File: src/include/pci_host_pkg.sv
// Constants and carrier types for the host-side bus master that drives the accelerator
package pci_host_pkg;

   localparam logic [3:0] CMD_IO_READ    = 4'h2;
   localparam logic [3:0] CMD_IO_WRITE   = 4'h3;
   localparam logic [3:0] CMD_MEM_READ   = 4'h6;
   localparam logic [3:0] CMD_MEM_WRITE  = 4'h7;
   localparam logic [3:0] CMD_CFG_READ   = 4'hA;
   localparam logic [3:0] CMD_CFG_WRITE  = 4'hB;

   // Cycles without a claim before master abort
   localparam int unsigned CLAIM_TIMEOUT = 5;
   localparam int unsigned BURST_LEN_W   = 8;

   // Request from the user side
   typedef struct packed {
      logic [3:0]             command;
      logic [31:0]            address;
      logic [BURST_LEN_W-1:0] count;
   } request_type;

   // Per-phase write data and enables from the user side
   typedef struct packed {
      logic [31:0] data;
      logic [3:0]  enables;
   } wdata_type;

   // Completion status to the user side
   typedef struct packed {
      logic aborted;
      logic stopped;
      logic parityError;
   } status_type;

   function automatic logic evenParity(input logic [31:0] ad, input logic [3:0] cbe);
      evenParity = ^{ad, cbe};
   endfunction

   function automatic logic isWrite(input logic [3:0] command);
      isWrite = command[0];
   endfunction

endpackage

File: src/verilog/pci_host_master.sv
// Host-side bus master: runs address and data phases against the device's pins
`timescale 1ns/1ps
module pci_host_master #(
   parameter int unsigned TIMEOUT = pci_host_pkg::CLAIM_TIMEOUT
) (
   input  wire logic                     clk,
   input  wire logic                     sys_rst,
   // User side
   input  wire logic                     reqValid,
   output logic                          reqReady,
   input  wire pci_host_pkg::request_type req,
   input  wire logic                     cfgSelect,
   input  wire pci_host_pkg::wdata_type  wdata,
   output logic                          wdataReady,
   output logic                          rdataValid,
   output logic [31:0]                   rdata,
   output logic                          doneValid,
   output pci_host_pkg::status_type      status,
   // Bus pins, active-low ones named with _n
   input  wire logic [31:0]              adIn,
   output logic [31:0]                   adOut,
   output logic                          adOe,
   input  wire logic [3:0]               cbeIn_n,
   output logic [3:0]                    cbeOut_n,
   output logic                          cbeOe,
   input  wire logic                     parIn,
   output logic                          parOut,
   output logic                          parOe,
   input  wire logic                     frameIn_n,
   output logic                          frameOut_n,
   output logic                          frameOe,
   output logic                          irdyOut_n,
   output logic                          irdyOe,
   input  wire logic                     trdyIn_n,
   input  wire logic                     stopIn_n,
   input  wire logic                     devselIn_n,
   output logic                          idsel,
   input  wire logic                     deviceReq_n,
   output logic                          deviceGnt_n
);

   typedef enum logic [2:0] {IDLE, ADDR, DATA, TURN} state_type;

   state_type                          state;
   logic                               writing;
   logic                               claimed;
   logic [pci_host_pkg::BURST_LEN_W-1:0] remaining;
   logic [3:0]                         waitCount;
   logic                               parPending;
   logic                               readCheck;
   logic [31:0]                        lastAd;
   logic [3:0]                         lastCbe;
   logic                               complete;
   logic                               lastPhase;
   logic                               busIdle;

   ////////////////////////////////////////////////////////////////////////////////
   // Bus sampling and phase completion
   assign busIdle    = frameIn_n && devselIn_n;
   assign complete   = (state == DATA) && !irdyOut_n && !trdyIn_n;
   assign lastPhase  = (remaining == 1);
   assign reqReady   = (state == IDLE) && busIdle && !sys_rst;
   assign wdataReady = complete && writing;
   // Bus is given to the device only while the host is not mastering
   assign deviceGnt_n = !(state == IDLE && !reqValid && !deviceReq_n && !sys_rst);

   ////////////////////////////////////////////////////////////////////////////////
   // Sequencer
   always_ff @(posedge clk) begin
      if (sys_rst) begin
         state     <= IDLE;
         writing   <= 1'b0;
         remaining <= '0;
         waitCount <= '0;
         claimed   <= 1'b0;
         status    <= '0;
         doneValid <= 1'b0;
      end else begin
         doneValid <= 1'b0;
         case (state)
            IDLE: begin
               if (reqValid && busIdle) begin
                  state     <= ADDR;
                  writing   <= pci_host_pkg::isWrite(req.command);
                  remaining <= (req.count == 0) ? pci_host_pkg::BURST_LEN_W'(1) : req.count;
                  status    <= '0;
               end
            end
            ADDR: begin
               state     <= DATA;
               waitCount <= '0;
               claimed   <= 1'b0;
            end
            DATA: begin
               if (!devselIn_n) begin
                  claimed <= 1'b1;
               end
               if (complete) begin
                  remaining <= remaining - 1'b1;
               end
               if (!stopIn_n && (complete || !trdyIn_n || !devselIn_n)) begin
                  status.stopped <= 1'b1;
               end
               if (!claimed && devselIn_n && waitCount == 4'(TIMEOUT)) begin
                  status.aborted <= 1'b1;
                  state          <= TURN;
               end else if ((complete && lastPhase) || (!stopIn_n && (complete || trdyIn_n))) begin
                  state <= TURN;
               end
               if (!claimed) begin
                  waitCount <= waitCount + 1'b1;
               end
            end
            TURN: begin
               state     <= IDLE;
               doneValid <= 1'b1;
            end
            default: state <= IDLE;
         endcase
         // Read parity trails the lanes by one clock
         if (readCheck && parIn != pci_host_pkg::evenParity(lastAd, lastCbe)) begin
            status.parityError <= 1'b1;
         end
      end
   end

   ////////////////////////////////////////////////////////////////////////////////
   // Frame, initiator ready, configuration select
   always_ff @(posedge clk) begin
      if (sys_rst) begin
         frameOut_n <= 1'b1;
         frameOe    <= 1'b0;
         irdyOut_n  <= 1'b1;
         irdyOe     <= 1'b0;
         idsel      <= 1'b0;
      end else begin
         case (state)
            IDLE: begin
               frameOut_n <= 1'b1;
               irdyOut_n  <= 1'b1;
               frameOe    <= reqValid && busIdle;
               irdyOe     <= reqValid && busIdle;
               if (reqValid && busIdle) begin
                  frameOut_n <= 1'b0;
                  idsel      <= cfgSelect;
               end
            end
            ADDR: begin
               irdyOut_n  <= 1'b0;
               frameOut_n <= (remaining == 1);
            end
            DATA: begin
               if (complete && remaining == 2) begin
                  frameOut_n <= 1'b1;
               end
               if ((complete && lastPhase) || !stopIn_n || (!claimed && devselIn_n && waitCount == 4'(TIMEOUT))) begin
                  frameOut_n <= 1'b1;
                  irdyOut_n  <= 1'b1;
               end
            end
            TURN: begin
               frameOe   <= 1'b0;
               irdyOe    <= 1'b0;
               irdyOut_n <= 1'b1;
               idsel     <= 1'b0;
            end
            default: begin
               frameOe <= 1'b0;
               irdyOe  <= 1'b0;
            end
         endcase
      end
   end

   ////////////////////////////////////////////////////////////////////////////////
   // Address/data and command/enable lanes
   always_ff @(posedge clk) begin
      if (sys_rst) begin
         adOut    <= '0;
         adOe     <= 1'b0;
         cbeOut_n <= 4'hF;
         cbeOe    <= 1'b0;
      end else begin
         case (state)
            IDLE: begin
               adOe  <= reqValid && busIdle;
               cbeOe <= reqValid && busIdle;
               if (reqValid && busIdle) begin
                  adOut    <= req.address;
                  cbeOut_n <= req.command;
               end
            end
            ADDR: begin
               adOe     <= writing;
               adOut    <= wdata.data;
               cbeOut_n <= ~wdata.enables;
            end
            DATA: begin
               if (complete) begin
                  adOut    <= wdata.data;
                  cbeOut_n <= ~wdata.enables;
               end
            end
            TURN: begin
               adOe  <= 1'b0;
               cbeOe <= 1'b0;
            end
            default: begin
               adOe  <= 1'b0;
               cbeOe <= 1'b0;
            end
         endcase
      end
   end

   ////////////////////////////////////////////////////////////////////////////////
   // Parity drive: one clock behind the lanes it covers
   always_ff @(posedge clk) begin
      if (sys_rst) begin
         parOut     <= 1'b0;
         parOe      <= 1'b0;
         parPending <= 1'b0;
         lastAd     <= '0;
         lastCbe    <= 4'hF;
      end else begin
         lastAd  <= adIn;
         lastCbe <= cbeIn_n;
         parOut  <= pci_host_pkg::evenParity(adOut, cbeOut_n);
         // Address phase always, plus the first data clock on reads; every data phase on writes
         parPending <= adOe;
         parOe      <= adOe || (parPending && state != IDLE);
      end
   end

   ////////////////////////////////////////////////////////////////////////////////
   // Read data capture and read parity check
   always_ff @(posedge clk) begin
      if (sys_rst) begin
         rdata      <= '0;
         rdataValid <= 1'b0;
         readCheck  <= 1'b0;
      end else begin
         rdataValid <= complete && !writing;
         readCheck  <= complete && !writing;
         if (complete && !writing) begin
            rdata <= adIn;
         end
      end
   end

endmodule
File: config.mk
export PLATFORM = sky130hd
export DESIGN_NAME = pci_host_master
export DESIGN_NICKNAME = d
export VERILOG_FILES = /design/src/include/pci_host_pkg.sv /design/src/verilog/pci_host_master.sv
export SDC_FILE = /design/constraint.sdc
export NUM_CORES = 1
export LEC_CHECK = 0
export BUFFER_PORTS_ARGS = -buffer_cell sky130_fd_sc_hd__clkbuf_2
export CORE_ASPECT_RATIO = 0.5
export CORE_UTILIZATION = 45
export CTS_CLUSTER_DIAMETER = 50
export DETAILED_ROUTE_END_ITERATION = 12
export PLACE_DENSITY = 0.74
export SLEW_MARGIN = 5
export SYNTH_ARGS = -nofsm -noshare
export SYNTH_HDL_FRONTEND = slang
export SYNTH_SLANG_ARGS = --single-unit
File: constraint.sdc
create_clock -name clk -period 2.14 [get_ports clk]
set_input_delay 0.642 -clock clk [delete_from_list [all_inputs] [get_ports clk]]
set_output_delay 0.642 -clock clk [all_outputs]
set_load 0.05 [all_outputs]
Yosys cells after proc, flatten, opt, wreduce, memory -nomap -nowiden
Index checks and enable logic that the tools add are counted.
{"block": "totals", "regBits": 134, "out_inout_bits": 85, "word_cells": 139}
{"block": "classes", "addsub": 2, "n_eq_ne": 16, "mux": 35, "bitwise_logic": 1, "reduce_logical": 62}
{"cell": "32-bit case mux with 3 select lines", "count": 1}
{"cell": "36-bit parity", "count": 2}
{"cell": "32-bit two-way mux", "count": 2}
{"cell": "8-bit two-way mux", "count": 3}
{"cell": "1-bit logical AND", "count": 19}
{"cell": "8-bit case mux with 2 select lines", "count": 1}
{"cell": "2-bit AND reduction", "count": 8}
{"cell": "3-bit two-way mux", "count": 4}
{"cell": "4-bit two-way mux", "count": 3}
{"cell": "4-bit case mux with 3 select lines", "count": 1}
{"cell": "3-bit AND reduction", "count": 4}
{"cell": "1-bit two-way mux", "count": 11}
{"cell": "1-bit zero test", "count": 10}
{"cell": "2-bit nonzero test", "count": 5}
{"cell": "1-bit case mux with 3 select lines", "count": 3}
{"cell": "3-bit case mux with 3 select lines", "count": 1}
{"cell": "3-bit nonzero test", "count": 3}
{"cell": "8-bit by 1-bit equality test with 1-bit output (second input constant)", "count": 1}
{"cell": "8-bit by 2-bit equality test with 1-bit output (second input constant)", "count": 1}
{"cell": "8-bit zero test", "count": 1}
{"cell": "2-bit by 1-bit inequality test with 1-bit output (second input constant)", "count": 4}
{"cell": "4-bit case mux with 2 select lines", "count": 1}
{"cell": "8-bit by 1-bit subtractor with 8-bit output (second input constant)", "count": 1}
{"cell": "1-bit logical OR", "count": 7}
{"cell": "12 further kinds", "count": 19}

Depth between registers and ports, before layout
{"block": "logic_depth", "ltp_word": 9, "ltp_mapped": 10}

Worst setup path after synthesis
Ideal clock, no wire load.
{"block": "synth_timing", "path_kind": "in2out", "startpoint": "in sys_rst", "endpoint": "out reqReady", "arrival_ns": 2.119, "required_time_ns": 1.498, "setup_slack_ns": -0.621, "path_stages": 3, "path_cell_list": "clkbuf_1 clkbuf_1 nor3_1"}
{"block": "synth_via", "elab_chain_cells": 2}
{"item": "start: declaration", "line_no": "pci_host_master.sv:7", "rtl": "input wire logic sys_rst,"}
{"item": "1-bit zero test", "line_no": "pci_host_master.sv:62", "rtl": "assign reqReady = (state == IDLE) && busIdle && !sys_rst;"}
{"item": "1-bit logical AND", "line_no": "pci_host_master.sv:62"}
{"item": "end: declaration", "line_no": "pci_host_master.sv:10", "rtl": "output logic reqReady,"}
No other way between the ends.

Worst setup path in the final report
{"block": "layout_timing", "startpoint": "reg state[1]", "endpoint": "out deviceGnt_n"}
{"block": "layout_via", "elab_chain_cells": 5}
{"item": "start: declaration", "line_no": "pci_host_master.sv:44", "rtl": "state_type state;"}
{"item": "start signal: assignment", "line_no": "pci_host_master.sv:71", "rtl": "state <= IDLE;"}
{"item": "start signal: assignment", "line_no": "pci_host_master.sv:83", "rtl": "state <= ADDR;"}
{"item": "start signal: assignment", "line_no": "pci_host_master.sv:90", "rtl": "state <= DATA;"}
{"item": "3-bit zero test", "line_no": "pci_host_master.sv:65", "rtl": "assign deviceGnt_n = !(state == IDLE && !reqValid && !deviceReq_n && !sys_rst);"}
{"item": "1-bit logical AND (3 in a row)", "line_no": "pci_host_master.sv:65"}
{"item": "1-bit zero test", "line_no": "pci_host_master.sv:65"}
{"item": "end: declaration", "line_no": "pci_host_master.sv:39", "rtl": "output logic deviceGnt_n"}
No other way between the ends.

==> qor.yml <==
fin_nets: 1002
totalWireLength_um: 14200
grt_pass1_wl_um: 23000
die-area_um2: 13600
path_max_fanout: 2
firstDrtPassIters: 10
worstPathRequired_ns: 1.50
grt.overflow.total: 0
ant_nets: 0
globalplace.congestion: 0.816
io_buffers: 210
dp.cells: 1011
numCtsBuffers: 17
hpwl_um: 9950
rows: 29
arrival_ns: 1.58
fin_crit_ns: 2.22
power_density_nw_per_um2: 950
layout_commonest_cell: "clkbuf_2"
hold_viol_final: 0
reg2reg_depth: 10
postCtsHoldBufs: 0
cts_root_buf: "clkbuf_16"
critical_path_class: "flop to primary output"
final_area_um2: 7960
antenna_cells: 0
violations: "design-rule violations, negative setup slack"
antenna_found_initial: 0
clkTransAtPathRegs_ns: 0.06
final_cells: 1048
drv_slew: 0
track_usage_pct: 21.4
finalPower_mw: 7.56
netlist_area_um2: 5880
die_h_um: 82.9
placed_area_um2: 7200
cts_buffer_depth: 2
yosysWarnings: 0
post-route-period-util_pct: 104
cts_tree: "yes"
clk_latency_ns: 0.41
relSlewSlack_pct: 63.0
skew_ns: 0.0112
synthToLayoutAreaGrowth_pct: 35.3
worst_pin_slew_ns: 0.550
via_per_inst: 4.90
startpoint_type: "flop"
cts.htree.levels: 4
grt_max_degree: 129
max-vdd-ir-drop_mv: 0.538
synthesis.nets: 788
drt-wirelength-per-cell_um: 13.6
start_util_pct: 46.3
holdWs_ns: 0.412
post-route-util_pct: 62.7
fmax_mhz: 450
pin_count: 211
p_leak_nw: 3.38
hold_depth: 2
die_w_um: 164
drtIter0Drc: 269
synth_cell_types: 45
layout_common_cells: "clkbuf_2 (206), dfxtp_1 (131), nand2_1 (84)"
setup_viol: 1
coreArea_um2: 12700
status: "complete, but fails checks"
syn_inst: 651
drc: 1
clock-sinks: 133
grt_pass1_vias: 4918
avgSynthCellArea_um2: 9.04
setup_ws_ns: -0.0820
ys_seq_elements: 133
yosysSeqAreaShare_pct: 45.3
worstHoldPathType: "input port to flop"
cap_violations: 0
num_vias: 5140
drive_gt1_share_pct: 32.9
rsz0062_at_grt: "true"
worst_setup_path_end_kind: "primary output"
==> worst paths after layout <==
kind	slack, ns	from	to
worst max-delay path	-0.08	state[1]	deviceGnt_n
worst min-delay path	0.41	cbeIn_n[3]	lastCbe[3]
worst max register to register	0.26	state[0]	state[1]
worst min register to register	0.45	rdata[7]	rdata[7]
==> area by class of cell <==
type / count / area (µm²)
fillers: 1109 / 4740
multi-input cells: 465 / 3020
flip-flops and latches: 133 / 2670
repair buffers: 236 / 1350
clock buffers: 19 / 443
clock inverters: 13 / 219
well taps: 170 / 213
inverters: 12 / 45.0
==> cells in the mapped netlist, drive strengths merged <==
library cell / count / area (µm²)
a22oi: 3 / 22.5
a21oi: 57 / 285
nor3: 11 / 55.1
nand2: 84 / 315
xnor2: 59 / 524
clkbuf: 24 / 90.1
mux2: 1 / 11.3
nor2: 58 / 218
buf: 17 / 110
xnor3: 2 / 45.0
ha: 11 / 138
nor4: 2 / 12.5
o21ai: 12 / 60.1
a211oi: 33 / 248
and3: 4 / 25.0
xor2: 9 / 78.8
o31ai: 2 / 15.0
mux2i: 38 / 380
nand3: 10 / 50.1
and3b: 2 / 17.5
nand2b: 4 / 25.0
inv: 12 / 45.0
o311ai: 2 / 17.5
a311oi: 1 / 8.76
a32oi: 2 / 17.5
nand3b: 2 / 15.0
a21boi: 1 / 18.8
or3: 2 / 12.5
o2bb2ai: 1 / 8.76
nor2b: 37 / 239
dfxtp: 133 / 2660
or4: 1 / 7.51
nand4: 3 / 25.0
o211ai: 5 / 37.5
o221ai: 1 / 8.76
nor3b: 1 / 7.51
or2: 4 / 25.0
==> where the power goes <==
| part | switching [mW] | internal (mW) | total, mW |
|---|---|---|---|
| Clock | 1.13 | 2.12 | 3.25 |
| Combinational | 0.883 | 0.714 | 1.60 |
| Sequential | 0.0983 | 2.61 | 2.71 |
| Total | 2.11 | 5.45 | 7.56 |
==> routing by layer <==
metal	up-vias	track usage [%]	part of all wire (%)
met5	-	0	0
met4	0	7.58	1.5
met3	18	6.19	5.3
met2	136	37.0	49
met1	2357	25.2	45
li1	2629	-	-
==> worst max-delay path, cell delays in order (launching register included) <==
cell	delay, ns
dfxtp_2	0.32
inv_2	0.08
ha_4	0.14
inv_2	0.04
or4_4	0.42
clkbuf_16	0.19
==> sequential cells by signal, summed over array words and instances, names as in the netlist, 2 cells and up <==
signal	count
state	2
lastCbe	4
adOut	32
cbeOut_n	4
lastAd	32
waitCount	4
rdata	32
remaining	8
status	3
==> metrics by stage <==
stage | TNS (ns) | setup slack [ns]
6_report | -0.0820 | -0.0820
5_1_grt | -0.133 | -0.131
4_1_cts | -0.0858 | -0.0858
3_5_place_dp | -0.0401 | -0.0401
3_3_place_gp | -0.0453 | -0.0453
2_1_floorplan | -0.0213 | -0.0213
==> repair_timing <==
item	in CTS	in global routing
setup endpoints to repair	3	3
resized for setup	14	3
buffers inserted	2	4
pin swaps	2	2
==> cells by family (layout without fill, tap and decap cells) <==
kind of cell             after synthesis  after routing  synth area share (%)
AND/OR/NAND/NOR                      225            225                  17.8
flip-flops                           133            133                  45.3
AO/OA/AOI/OAI                        120            120                  12.7
XOR/XNOR                              70             70                  11.0
buffers and inverters                 53            280                  4.17
multiplexers                          39             39                  6.66
adder cells (fa/ha/maj)               11             11                  2.34
(Power assumes the default switching activity.)
